### config.mk
export PLATFORM = sky130hd
export DESIGN_NAME = obpd_regs
export DESIGN_NICKNAME = d
export VERILOG_FILES = /design/src/logic/obpd_pkg.sv /design/src/logic/obpd_sync.sv /design/src/logic/obpd_regs.sv
export SDC_FILE = /design/constraint.sdc
export NUM_CORES = 1
export LEC_CHECK = 0
export ABC_AREA = 1
export BUFFER_PORTS_ARGS = -buffer_cell sky130_fd_sc_hd__buf_4
export CAP_MARGIN = 10
export CORE_UTILIZATION = 24
export CTS_CLUSTER_DIAMETER = 80
export DETAILED_ROUTE_END_ITERATION = 8
export PLACE_DENSITY_LB_ADDON = 0.08
export SYNTH_ARGS = -nofsm -noshare
export SYNTH_HDL_FRONTEND = slang
export SYNTH_SLANG_ARGS = --single-unit
export TNS_END_PERCENT = 20
### constraint.sdc
create_clock -name CLK_SYS_I -period 4.25 [get_ports CLK_SYS_I]
set_input_delay 0.85 -clock CLK_SYS_I [delete_from_list [all_inputs] [get_ports CLK_SYS_I]]
set_output_delay 0.85 -clock CLK_SYS_I [all_outputs]
set_load 0.05 [all_outputs]
### src/logic/obpd_pkg.sv
// Constants for the output buffer and power-down mask register slice.
package obpd_pkg;

  // ***************************************************************
  // Register addresses on the serial control port
  // ***************************************************************
  localparam logic [6:0] ADDR_BUF_OFF_LOW  = 7'h0a;
  localparam logic [6:0] ADDR_BUF_OFF_MID  = 7'h0b;
  localparam logic [6:0] ADDR_BUF_OFF_HIGH = 7'h0c;
  localparam logic [6:0] ADDR_SLEEP_MASK   = 7'h0d;
  localparam logic [6:0] ADDR_SYNC_REF     = 7'h0e;

  // ***************************************************************
  // Reset values
  // ***************************************************************
  localparam logic [7:0] RST_BUF_OFF    = 8'h00;
  localparam logic [7:0] RST_SLEEP_MASK = 8'h00;
  localparam logic [7:0] RST_SYNC_REF   = 8'h00;
  localparam logic [7:0] READ_UNMAPPED  = 8'h00;

  // ***************************************************************
  // Field positions, sleep mask register
  // ***************************************************************
  localparam int KEEP_BIAS_CURRENTS_BIT       = 5;
  localparam int KEEP_SAMPLE_CLOCK_BUFFER_BIT = 3;
  localparam int KEEP_REFERENCE_AMPLIFIER_BIT = 2;
  localparam int DROP_BANDGAP_IN_SLEEP_BIT    = 1;

  // ***************************************************************
  // Field positions, sync and reference control register
  // ***************************************************************
  localparam int PIN_SYNC_SELECT_BIT           = 7;
  localparam int REG_SYNC_TRIGGER_BIT          = 6;
  localparam int REG_SYNC_ENABLE_BIT           = 5;
  localparam int REFERENCE_SOURCE_CONTROL_BIT  = 3;
  localparam int REFERENCE_SELECT_HI_BIT       = 2;
  localparam int REFERENCE_SELECT_LO_BIT       = 1;
  localparam int SINGLE_ENDED_CLOCK_SELECT_BIT = 0;

  // Reference select codes.
  localparam logic [1:0] REF_INTERNAL     = 2'h0;
  localparam logic [1:0] REF_EXT_BUFFERED = 2'h1;
  localparam logic [1:0] REF_EXTERNAL     = 2'h2;

  // ***************************************************************
  // Serial frame layout: read flag, 7 address bits, 8 data bits
  // ***************************************************************
  localparam logic [3:0] HEAD_LAST_BIT  = 4'h7;
  localparam logic [3:0] FRAME_LAST_BIT = 4'hf;
  localparam int         READ_FLAG_BIT  = 7;

  // Serial port sequencer states.
  typedef enum logic [1:0] {
    ST_IDLE,
    ST_HEAD,
    ST_DATA,
    ST_DONE
  } obpd_spi_state_e;

endpackage

### src/logic/obpd_sync.sv
// Two flip-flop synchroniser for a group of asynchronous pin levels.
module obpd_sync #(
  parameter int WIDTH = 1
) (
  input  wire logic             clk_i,
  input  wire logic             rst_n_i,
  input  wire logic [WIDTH-1:0] async_i,
  output logic      [WIDTH-1:0] sync_o
);

  // ***************************************************************
  // One two-stage chain per bit
  // ***************************************************************
  genvar g;
  generate
    for (g = 0; g < WIDTH; g = g + 1)
    begin : g_bit
      logic meta;

      // The first stage feeds only the second stage.
      always_ff @(posedge clk_i or negedge rst_n_i)
      begin
        if (!rst_n_i)
        begin
          meta      <= 1'b0;
          sync_o[g] <= 1'b0;
        end
        else
        begin
          meta      <= async_i[g];
          sync_o[g] <= meta;
        end
      end
    end
  endgenerate

endmodule

### src/logic/obpd_regs.sv
// Serial-port register slice: pin buffer disables, sleep mask, sync/ref.
module obpd_regs
  import obpd_pkg::*;
(
  input  wire logic        CLK_SYS_I,
  input  wire logic        RSTN_I,
  input  wire logic        SPI_CSN_I,
  input  wire logic        SPI_SCLK_I,
  input  wire logic        SPI_MOSI_I,
  output logic             SPI_MISO_O,
  input  wire logic        WHOLE_CHIP_SLEEP_I,
  input  wire logic        SYNC_OR_SLEEP_PIN_I,
  input  wire logic [1:0]  REFERENCE_STRAP_PIN_I,
  output logic [23:0]      PIN_BUFFER_OFF_BITS_O,
  output logic             SLEEP_ACTIVE_O,
  output logic             BIAS_CURRENTS_ON_O,
  output logic             SAMPLE_CLOCK_BUFFER_ON_O,
  output logic             REFERENCE_AMPLIFIER_ON_O,
  output logic             BANDGAP_ON_O,
  output logic             SYNC_PULSE_O,
  output logic [1:0]       REFERENCE_SELECT_O,
  output logic             SINGLE_ENDED_CLOCK_SELECT_O
);

  import obpd_pkg::*;

  // ***************************************************************
  // Pin synchronisers
  // ***************************************************************
  logic [5:0]      pins_sync;
  logic            csn_s;
  logic            sclk_s;
  logic            mosi_s;
  logic            sync_pin_s;
  logic [1:0]      strap_s;
  logic            sclk_d;
  logic            sync_pin_d;
  logic            sclk_rise;
  logic            sclk_fall;

  obpd_sync #(
    .WIDTH (6)
  ) u_pin_sync (
    .clk_i   (CLK_SYS_I),
    .rst_n_i (RSTN_I),
    .async_i ({REFERENCE_STRAP_PIN_I, SYNC_OR_SLEEP_PIN_I,
               SPI_MOSI_I, SPI_SCLK_I, SPI_CSN_I}),
    .sync_o  (pins_sync)
  );

  // Unpack the synchronised levels.
  assign csn_s      = pins_sync[0];
  assign sclk_s     = pins_sync[1];
  assign mosi_s     = pins_sync[2];
  assign sync_pin_s = pins_sync[3];
  assign strap_s    = pins_sync[5:4];

  // Delayed copies for edge detection, taken after the synchroniser.
  always_ff @(posedge CLK_SYS_I or negedge RSTN_I)
  begin
    if (!RSTN_I)
    begin
      sclk_d     <= 1'b0;
      sync_pin_d <= 1'b0;
    end
    else
    begin
      sclk_d     <= sclk_s;
      sync_pin_d <= sync_pin_s;
    end
  end

  assign sclk_rise = sclk_s & ~sclk_d;
  assign sclk_fall = ~sclk_s & sclk_d;

  // ***************************************************************
  // Serial control port
  // ***************************************************************
  obpd_spi_state_e state;
  logic [3:0]      bit_cnt;
  logic [7:0]      rx_shift;
  logic [7:0]      tx_shift;
  logic [6:0]      frame_addr;
  logic            frame_read;
  logic            wr_stb;
  logic [7:0]      wr_data;
  logic [7:0]      rd_data;
  logic [7:0]      buf_off_low;
  logic [7:0]      buf_off_mid;
  logic [7:0]      buf_off_high;
  logic [7:0]      sleep_mask;
  logic [7:0]      sync_ref;
  logic [7:0]      next_rx;

  assign next_rx = {rx_shift[6:0], mosi_s};

  // Frame sequencer; deselect aborts a frame at any point, so a short
  // frame never commits a partial write.
  always_ff @(posedge CLK_SYS_I or negedge RSTN_I)
  begin
    if (!RSTN_I)
    begin
      state      <= ST_IDLE;
      bit_cnt    <= 4'h0;
      rx_shift   <= 8'h00;
      frame_addr <= 7'h00;
      frame_read <= 1'b0;
    end
    else if (csn_s)
    begin
      state   <= ST_IDLE;
      bit_cnt <= 4'h0;
    end
    else
    begin
      case (state)
        ST_IDLE:
          state <= ST_HEAD;
        ST_HEAD:
          if (sclk_rise)
          begin
            rx_shift <= next_rx;
            bit_cnt  <= bit_cnt + 4'h1;
            if (bit_cnt == HEAD_LAST_BIT)
            begin
              frame_read <= next_rx[READ_FLAG_BIT];
              frame_addr <= next_rx[6:0];
              state      <= ST_DATA;
            end
          end
        ST_DATA:
          if (sclk_rise)
          begin
            rx_shift <= next_rx;
            bit_cnt  <= bit_cnt + 4'h1;
            if (bit_cnt == FRAME_LAST_BIT)
            begin
              state <= ST_DONE;
            end
          end
        ST_DONE:
          state <= ST_DONE;
        default:
          state <= ST_IDLE;
      endcase
    end
  end

  // Write strobe on the last data bit of a write frame.
  always_ff @(posedge CLK_SYS_I or negedge RSTN_I)
  begin
    if (!RSTN_I)
    begin
      wr_stb  <= 1'b0;
      wr_data <= 8'h00;
    end
    else
    begin
      wr_stb  <= !csn_s && state == ST_DATA && sclk_rise &&
                 bit_cnt == FRAME_LAST_BIT && !frame_read;
      wr_data <= next_rx;
    end
  end

  // Read data returns every stored bit, reserved ones included.
  // The decode looks at the header byte as it completes: frame_addr is
  // only loaded on that same edge, so it would still hold the address
  // of the previous frame when the read shifter is loaded.
  always_comb
  begin
    case (next_rx[6:0])
      ADDR_BUF_OFF_LOW:  rd_data = buf_off_low;
      ADDR_BUF_OFF_MID:  rd_data = buf_off_mid;
      ADDR_BUF_OFF_HIGH: rd_data = buf_off_high;
      ADDR_SLEEP_MASK:   rd_data = sleep_mask;
      ADDR_SYNC_REF:     rd_data = sync_ref;
      default:           rd_data = READ_UNMAPPED;
    endcase
  end

  // Read shifter: loaded when the header completes, shifted out on the
  // falling serial clock so the host samples on the next rising edge.
  always_ff @(posedge CLK_SYS_I or negedge RSTN_I)
  begin
    if (!RSTN_I)
    begin
      tx_shift   <= 8'h00;
      SPI_MISO_O <= 1'b0;
    end
    else if (csn_s)
    begin
      SPI_MISO_O <= 1'b0;
    end
    else if (state == ST_DATA && frame_read && sclk_fall)
    begin
      SPI_MISO_O <= tx_shift[7];
      tx_shift   <= {tx_shift[6:0], 1'b0};
    end
    else if (state == ST_HEAD && sclk_rise && bit_cnt == HEAD_LAST_BIT)
    begin
      tx_shift <= rd_data;
    end
  end

  // ***************************************************************
  // Register file
  // ***************************************************************
  // Buffer-off registers store whatever mode pattern the host chooses.
  always_ff @(posedge CLK_SYS_I or negedge RSTN_I)
  begin
    if (!RSTN_I)
    begin
      buf_off_low  <= RST_BUF_OFF;
      buf_off_mid  <= RST_BUF_OFF;
      buf_off_high <= RST_BUF_OFF;
    end
    else if (wr_stb)
    begin
      if (frame_addr == ADDR_BUF_OFF_LOW)
        buf_off_low <= wr_data;
      if (frame_addr == ADDR_BUF_OFF_MID)
        buf_off_mid <= wr_data;
      if (frame_addr == ADDR_BUF_OFF_HIGH)
        buf_off_high <= wr_data;
    end
  end

  // Sleep mask and sync/reference control, both cleared at reset.
  always_ff @(posedge CLK_SYS_I or negedge RSTN_I)
  begin
    if (!RSTN_I)
    begin
      sleep_mask <= RST_SLEEP_MASK;
      sync_ref   <= RST_SYNC_REF;
    end
    else if (wr_stb)
    begin
      if (frame_addr == ADDR_SLEEP_MASK)
        sleep_mask <= wr_data;
      if (frame_addr == ADDR_SYNC_REF)
        sync_ref <= wr_data;
    end
  end

  // ***************************************************************
  // Power-down, sync and reference outputs
  // ***************************************************************
  logic sleep_now;
  logic pin_sync_sel;
  logic reg_sync_fire;

  assign pin_sync_sel = sync_ref[PIN_SYNC_SELECT_BIT];

  // Sleep from the control bit or from the shared pin in sleep mode.
  assign sleep_now = WHOLE_CHIP_SLEEP_I |
                     (sync_pin_s & ~pin_sync_sel);

  // A write that flips the trigger while enabled fires once; the bit is
  // not self-clearing, so the next toggle in either direction fires too.
  assign reg_sync_fire = wr_stb && frame_addr == ADDR_SYNC_REF &&
                         wr_data[REG_SYNC_ENABLE_BIT] &&
                         (wr_data[REG_SYNC_TRIGGER_BIT] !=
                          sync_ref[REG_SYNC_TRIGGER_BIT]);

  // Block enables: each keep bit overrides sleep for its block.
  always_ff @(posedge CLK_SYS_I or negedge RSTN_I)
  begin
    if (!RSTN_I)
    begin
      SLEEP_ACTIVE_O           <= 1'b0;
      BIAS_CURRENTS_ON_O       <= 1'b1;
      SAMPLE_CLOCK_BUFFER_ON_O <= 1'b1;
      REFERENCE_AMPLIFIER_ON_O <= 1'b1;
      BANDGAP_ON_O             <= 1'b1;
    end
    else
    begin
      SLEEP_ACTIVE_O           <= sleep_now;
      BIAS_CURRENTS_ON_O       <= ~sleep_now |
                                  sleep_mask[KEEP_BIAS_CURRENTS_BIT];
      SAMPLE_CLOCK_BUFFER_ON_O <= ~sleep_now |
        sleep_mask[KEEP_SAMPLE_CLOCK_BUFFER_BIT];
      REFERENCE_AMPLIFIER_ON_O <= ~sleep_now |
        sleep_mask[KEEP_REFERENCE_AMPLIFIER_BIT];
      BANDGAP_ON_O             <= ~sleep_now |
        ~sleep_mask[DROP_BANDGAP_IN_SLEEP_BIT];
    end
  end

  // Sync pulse from a pin rising edge in sync mode or a register toggle.
  always_ff @(posedge CLK_SYS_I or negedge RSTN_I)
  begin
    if (!RSTN_I)
    begin
      SYNC_PULSE_O <= 1'b0;
    end
    else
    begin
      SYNC_PULSE_O <= (sync_pin_s & ~sync_pin_d & pin_sync_sel) |
                      reg_sync_fire;
    end
  end

  // Reference and clock-input selection; the strap rules the reference and the
  // single-ended clock select stays low, unless the register takes over.
  always_ff @(posedge CLK_SYS_I or negedge RSTN_I)
  begin
    if (!RSTN_I)
    begin
      REFERENCE_SELECT_O          <= REF_INTERNAL;
      SINGLE_ENDED_CLOCK_SELECT_O <= 1'b0;
    end
    else if (sync_ref[REFERENCE_SOURCE_CONTROL_BIT])
    begin
      REFERENCE_SELECT_O <= sync_ref[REFERENCE_SELECT_HI_BIT:
                                     REFERENCE_SELECT_LO_BIT];
      SINGLE_ENDED_CLOCK_SELECT_O <=
        sync_ref[SINGLE_ENDED_CLOCK_SELECT_BIT];
    end
    else
    begin
      REFERENCE_SELECT_O          <= strap_s;
      SINGLE_ENDED_CLOCK_SELECT_O <= 1'b0;
    end
  end

  // Buffer-off bits registered out, high register in the top byte.
  always_ff @(posedge CLK_SYS_I or negedge RSTN_I)
  begin
    if (!RSTN_I)
      PIN_BUFFER_OFF_BITS_O <= {3{RST_BUF_OFF}};
    else
      PIN_BUFFER_OFF_BITS_O <= {buf_off_high, buf_off_mid, buf_off_low};
  end

endmodule

==> out/summary.txt <==
Post_cts resized -> 0
DR WL met3 -> 416 µm
Sw Share -> 28.0%
Reg clk slew, reported paths -> 0.05 ns
Met1 Wirelength -> 5930 µm
Cts hold-fix bufs -> 0
Die Area -> 21000 µm²
Via Count -> 3362
IO Port Bufs -> 42
Net Switching -> 0.000900 W
Number of global-route vias before repair -> 3483
Initial antenna violation count -> 0
Row Count -> 51
Syn_area_per_cell -> 10.2 µm²
CTS Buf Count -> 17
DR WL/cell -> 14.9 µm
Critical Path Start Type -> register
Cell Chain, Critical Path -> buf_4
Comb pwr share -> 12.6%
CP endpoint kind -> primary output
Final Hold Vio Count -> 0
Core box area -> 19800 µm²
Dpl ws -> 2.38 ns
Worst vdd ir -> 269 µV
Die Y -> 145 µm
Worst Slack Setup Final -> 2.28 ns
Routed Antenna Nets -> 0
Final period util -> 46.3%
Yosys cell types -> 27
TNS Setup -> 0 ns
Final HPWL DP -> 8370 µm
Area of the multi-input gates -> 1520 µm²
Mapped Area -> 4910 µm²
Setup violations, final -> 0
GP Congestion -> 0.759
CP Class -> register to primary output
Pre-antenna DRT Iters -> 5
Mapped Cells -> 483
Post-synth EDFFs -> 0
Max Clock Skew -> 0.0173 ns
Leak Pwr -> 2.95 nW
Clk_lat worst skew -> 0.42 ns
Worst path buffer plus inverter count -> 1
Synthesized flop and latch total -> 126
Setup bufs post-CTS -> 0
I/O pins -> 43
Most frequent cells in the layout -> dfrtp_1, nand2_1, nand3_1
Largest net degree at the start of global routing -> 71
Clock power frac -> 45.1%
Synth warn -> 0
Nets@finish -> 548
Gr ovfl total -> 0
RSZ-0062 raised after global routing -> false
ANT cells -> 0
Register Area -> 3160 µm²
Fill cell count -> 2096
CP delay by family, top -> flip-flops
Mapped Nets -> 497
Worst slew margin -> 49.1%
Worst slew pin tran -> 0.762 ns
DR vias/cell -> 4.14
Ys async rst share -> 100%
Total internal power -> 0.00231 W
CP Data Arrival Time -> 1.12 ns
DIE WIDTH -> 145 µm
Root Buffer -> clkbuf_16
CTS tree -> built
CTS max path bufs -> 2
Worst Hold Class -> register to register
Portion of total power attributed to sequential cells -> 42.3%
Area Growth Syn to Fin -> 23.8%
Prevailing post-synth register cell -> dfrtp_1
Fin crit period -> 1.97 ns
DR iter-0 viols -> 252
Initial core utilization -> 24.8%
Gr usage total -> 12.7%
Clock sink count -> 126
Peak fanout along the critical path -> 1
CP required -> 3.40 ns
Maxcap violations -> 0
Total wire length -> 12100 µm
Pwr dens -> 528 nW/µm²
Htree depth -> 4
Seq/Total Area, Yosys -> 64.3%
Highest routed metal layer -> met4
DRC violations left -> 0
Share of cells above drive strength 1 -> 21.9%
First-pass GRT wire length -> 19900 µm
Max Slew Vio Count -> 0
FMAX -> 0.508 GHz
Outcome -> completed
Met2 WL -> 5540 µm
CP max-delay cell -> dfstp_2
CP max stage delay -> 0.52 ns
-- kinds of logic (layout without fill, tap and decap cells) --
group           Yosys count  count (layout)  synth area share, %
simple gates            226             226                 21.1
flops                   126             126                 64.3
compound gates           72              72                 7.95
buf+inv                  51             115                 4.79
fa+ha+maj                 5               5                 1.27
xor+xnor                  2               2                0.357
mux                       1               1                0.229
-- worst reg2reg max path, stage by stage, from the launching register on --
cell and delay, ns:
dfrtp_1 0.38, inv_1 0.12, ha_1 0.18, nand4_1 0.10, nor2_2 0.46, a21oi_2 0.26
nor2_1 0.15, nand2_1 0.06, nand2_1 0.05
-- routing by layer --
metal	vias up	global-route usage, %
li1	1662	-
met1	1632	17.3
met2	53	18.9
met3	15	3.43
met4	0	4.95
met5	-	0
-- cells in the mapped netlist, types with 2 or more instances --
| cell | number | area (µm²) |
|---|---|---|
| nor3_4 | 2 | 32.5 |
| a21oi_1 | 9 | 45.0 |
| nor2_2 | 8 | 50.1 |
| nand3_2 | 3 | 30.0 |
| inv_1 | 29 | 109 |
| nor3_1 | 3 | 15.0 |
| buf_6 | 3 | 33.8 |
| buf_4 | 4 | 30.0 |
| nor2_1 | 27 | 101 |
| nor2_4 | 5 | 56.3 |
| nand2_1 | 122 | 458 |
| nand2_2 | 8 | 50.1 |
| o21ai_1 | 44 | 220 |
| ha_1 | 5 | 62.6 |
| o21ai_0 | 10 | 50.1 |
| inv_2 | 10 | 37.5 |
| xnor2_1 | 2 | 17.5 |
| dfrtp_1 | 122 | 3050 |
| dfstp_2 | 4 | 105 |
| o21ai_2 | 6 | 52.6 |
| nand3_1 | 46 | 230 |
| buf_2 | 5 | 25.0 |
| nand4_1 | 2 | 12.5 |
-- final cells by class --
type                       instances  area share, %
inverter                          39           2.41
clock buffer                      26           8.38
timing repair buffer              44           5.49
sequential                       126           51.9
multi-input combinational        306           25.0
tap                              265           5.45
clock inverter                     6           1.36
-- state kept, by name, summed over array words and instances (netlist names), 2 cells and up --
signal                 count
rx_shift                   7
PIN_BUFFER_OFF_BITS_O     24
sleep_mask                 8
frame_addr                 7
wr_data                    8
u_pin_sync.g_bit.meta      6
sync_ref                   8
tx_shift                   8
REFERENCE_SELECT_O         2
buf_off_low                8
buf_off_high               8
bit_cnt                    4
buf_off_mid                8
state                      2
u_pin_sync.sync_o          6
-- stage by stage --
step | cell area, µm² | power, W | utilization, % | hold slack (ns) | instances
floorplan | 4910 | 0.00164 | - | 0.331 | 483
global placement | 5490 | 0.00179 | 27.7 | 0.332 | 780
detailed placement | 5490 | 0.00179 | 27.7 | 0.335 | 780
CTS | 6080 | 0.00327 | 30.7 | 0.347 | 812
global route | 6080 | 0.00338 | 30.7 | 0.351 | 812
finish | 6080 | 0.00321 | 30.7 | 0.346 | 812
-- worst paths after layout --
path                                           from                        to  slack [ns]  depth (start not counted)
setup reg to reg                           state[1]               tx_shift[5]        2.41                          8
hold / removal             u_pin_sync.g_bit[0].meta      u_pin_sync.sync_o[0]        0.35                          0
min in group asynchronous                    RSTN_I  PIN_BUFFER_OFF_BITS_O[5]        0.43                          1
max in group asynchronous                    RSTN_I        BIAS_CURRENTS_ON_O        2.87                          2
hold reg to reg            u_pin_sync.g_bit[0].meta      u_pin_sync.sync_o[0]        0.35                          0
setup / recovery                 BIAS_CURRENTS_ON_O        BIAS_CURRENTS_ON_O        2.28                          1
-- power by group through the flow --
stage	logic, W	clock network, W	registers, W
6_report	0.000406	0.00145	0.00136
5_1_grt	0.000460	0.00155	0.00137
4_1_cts	0.000414	0.00149	0.00136
3_5_place_dp	0.000412	0	0.00138
3_3_place_gp	0.000408	0	0.00138
2_1_floorplan	0.000277	0	0.00137
Power figures use the tool's default switching activity.
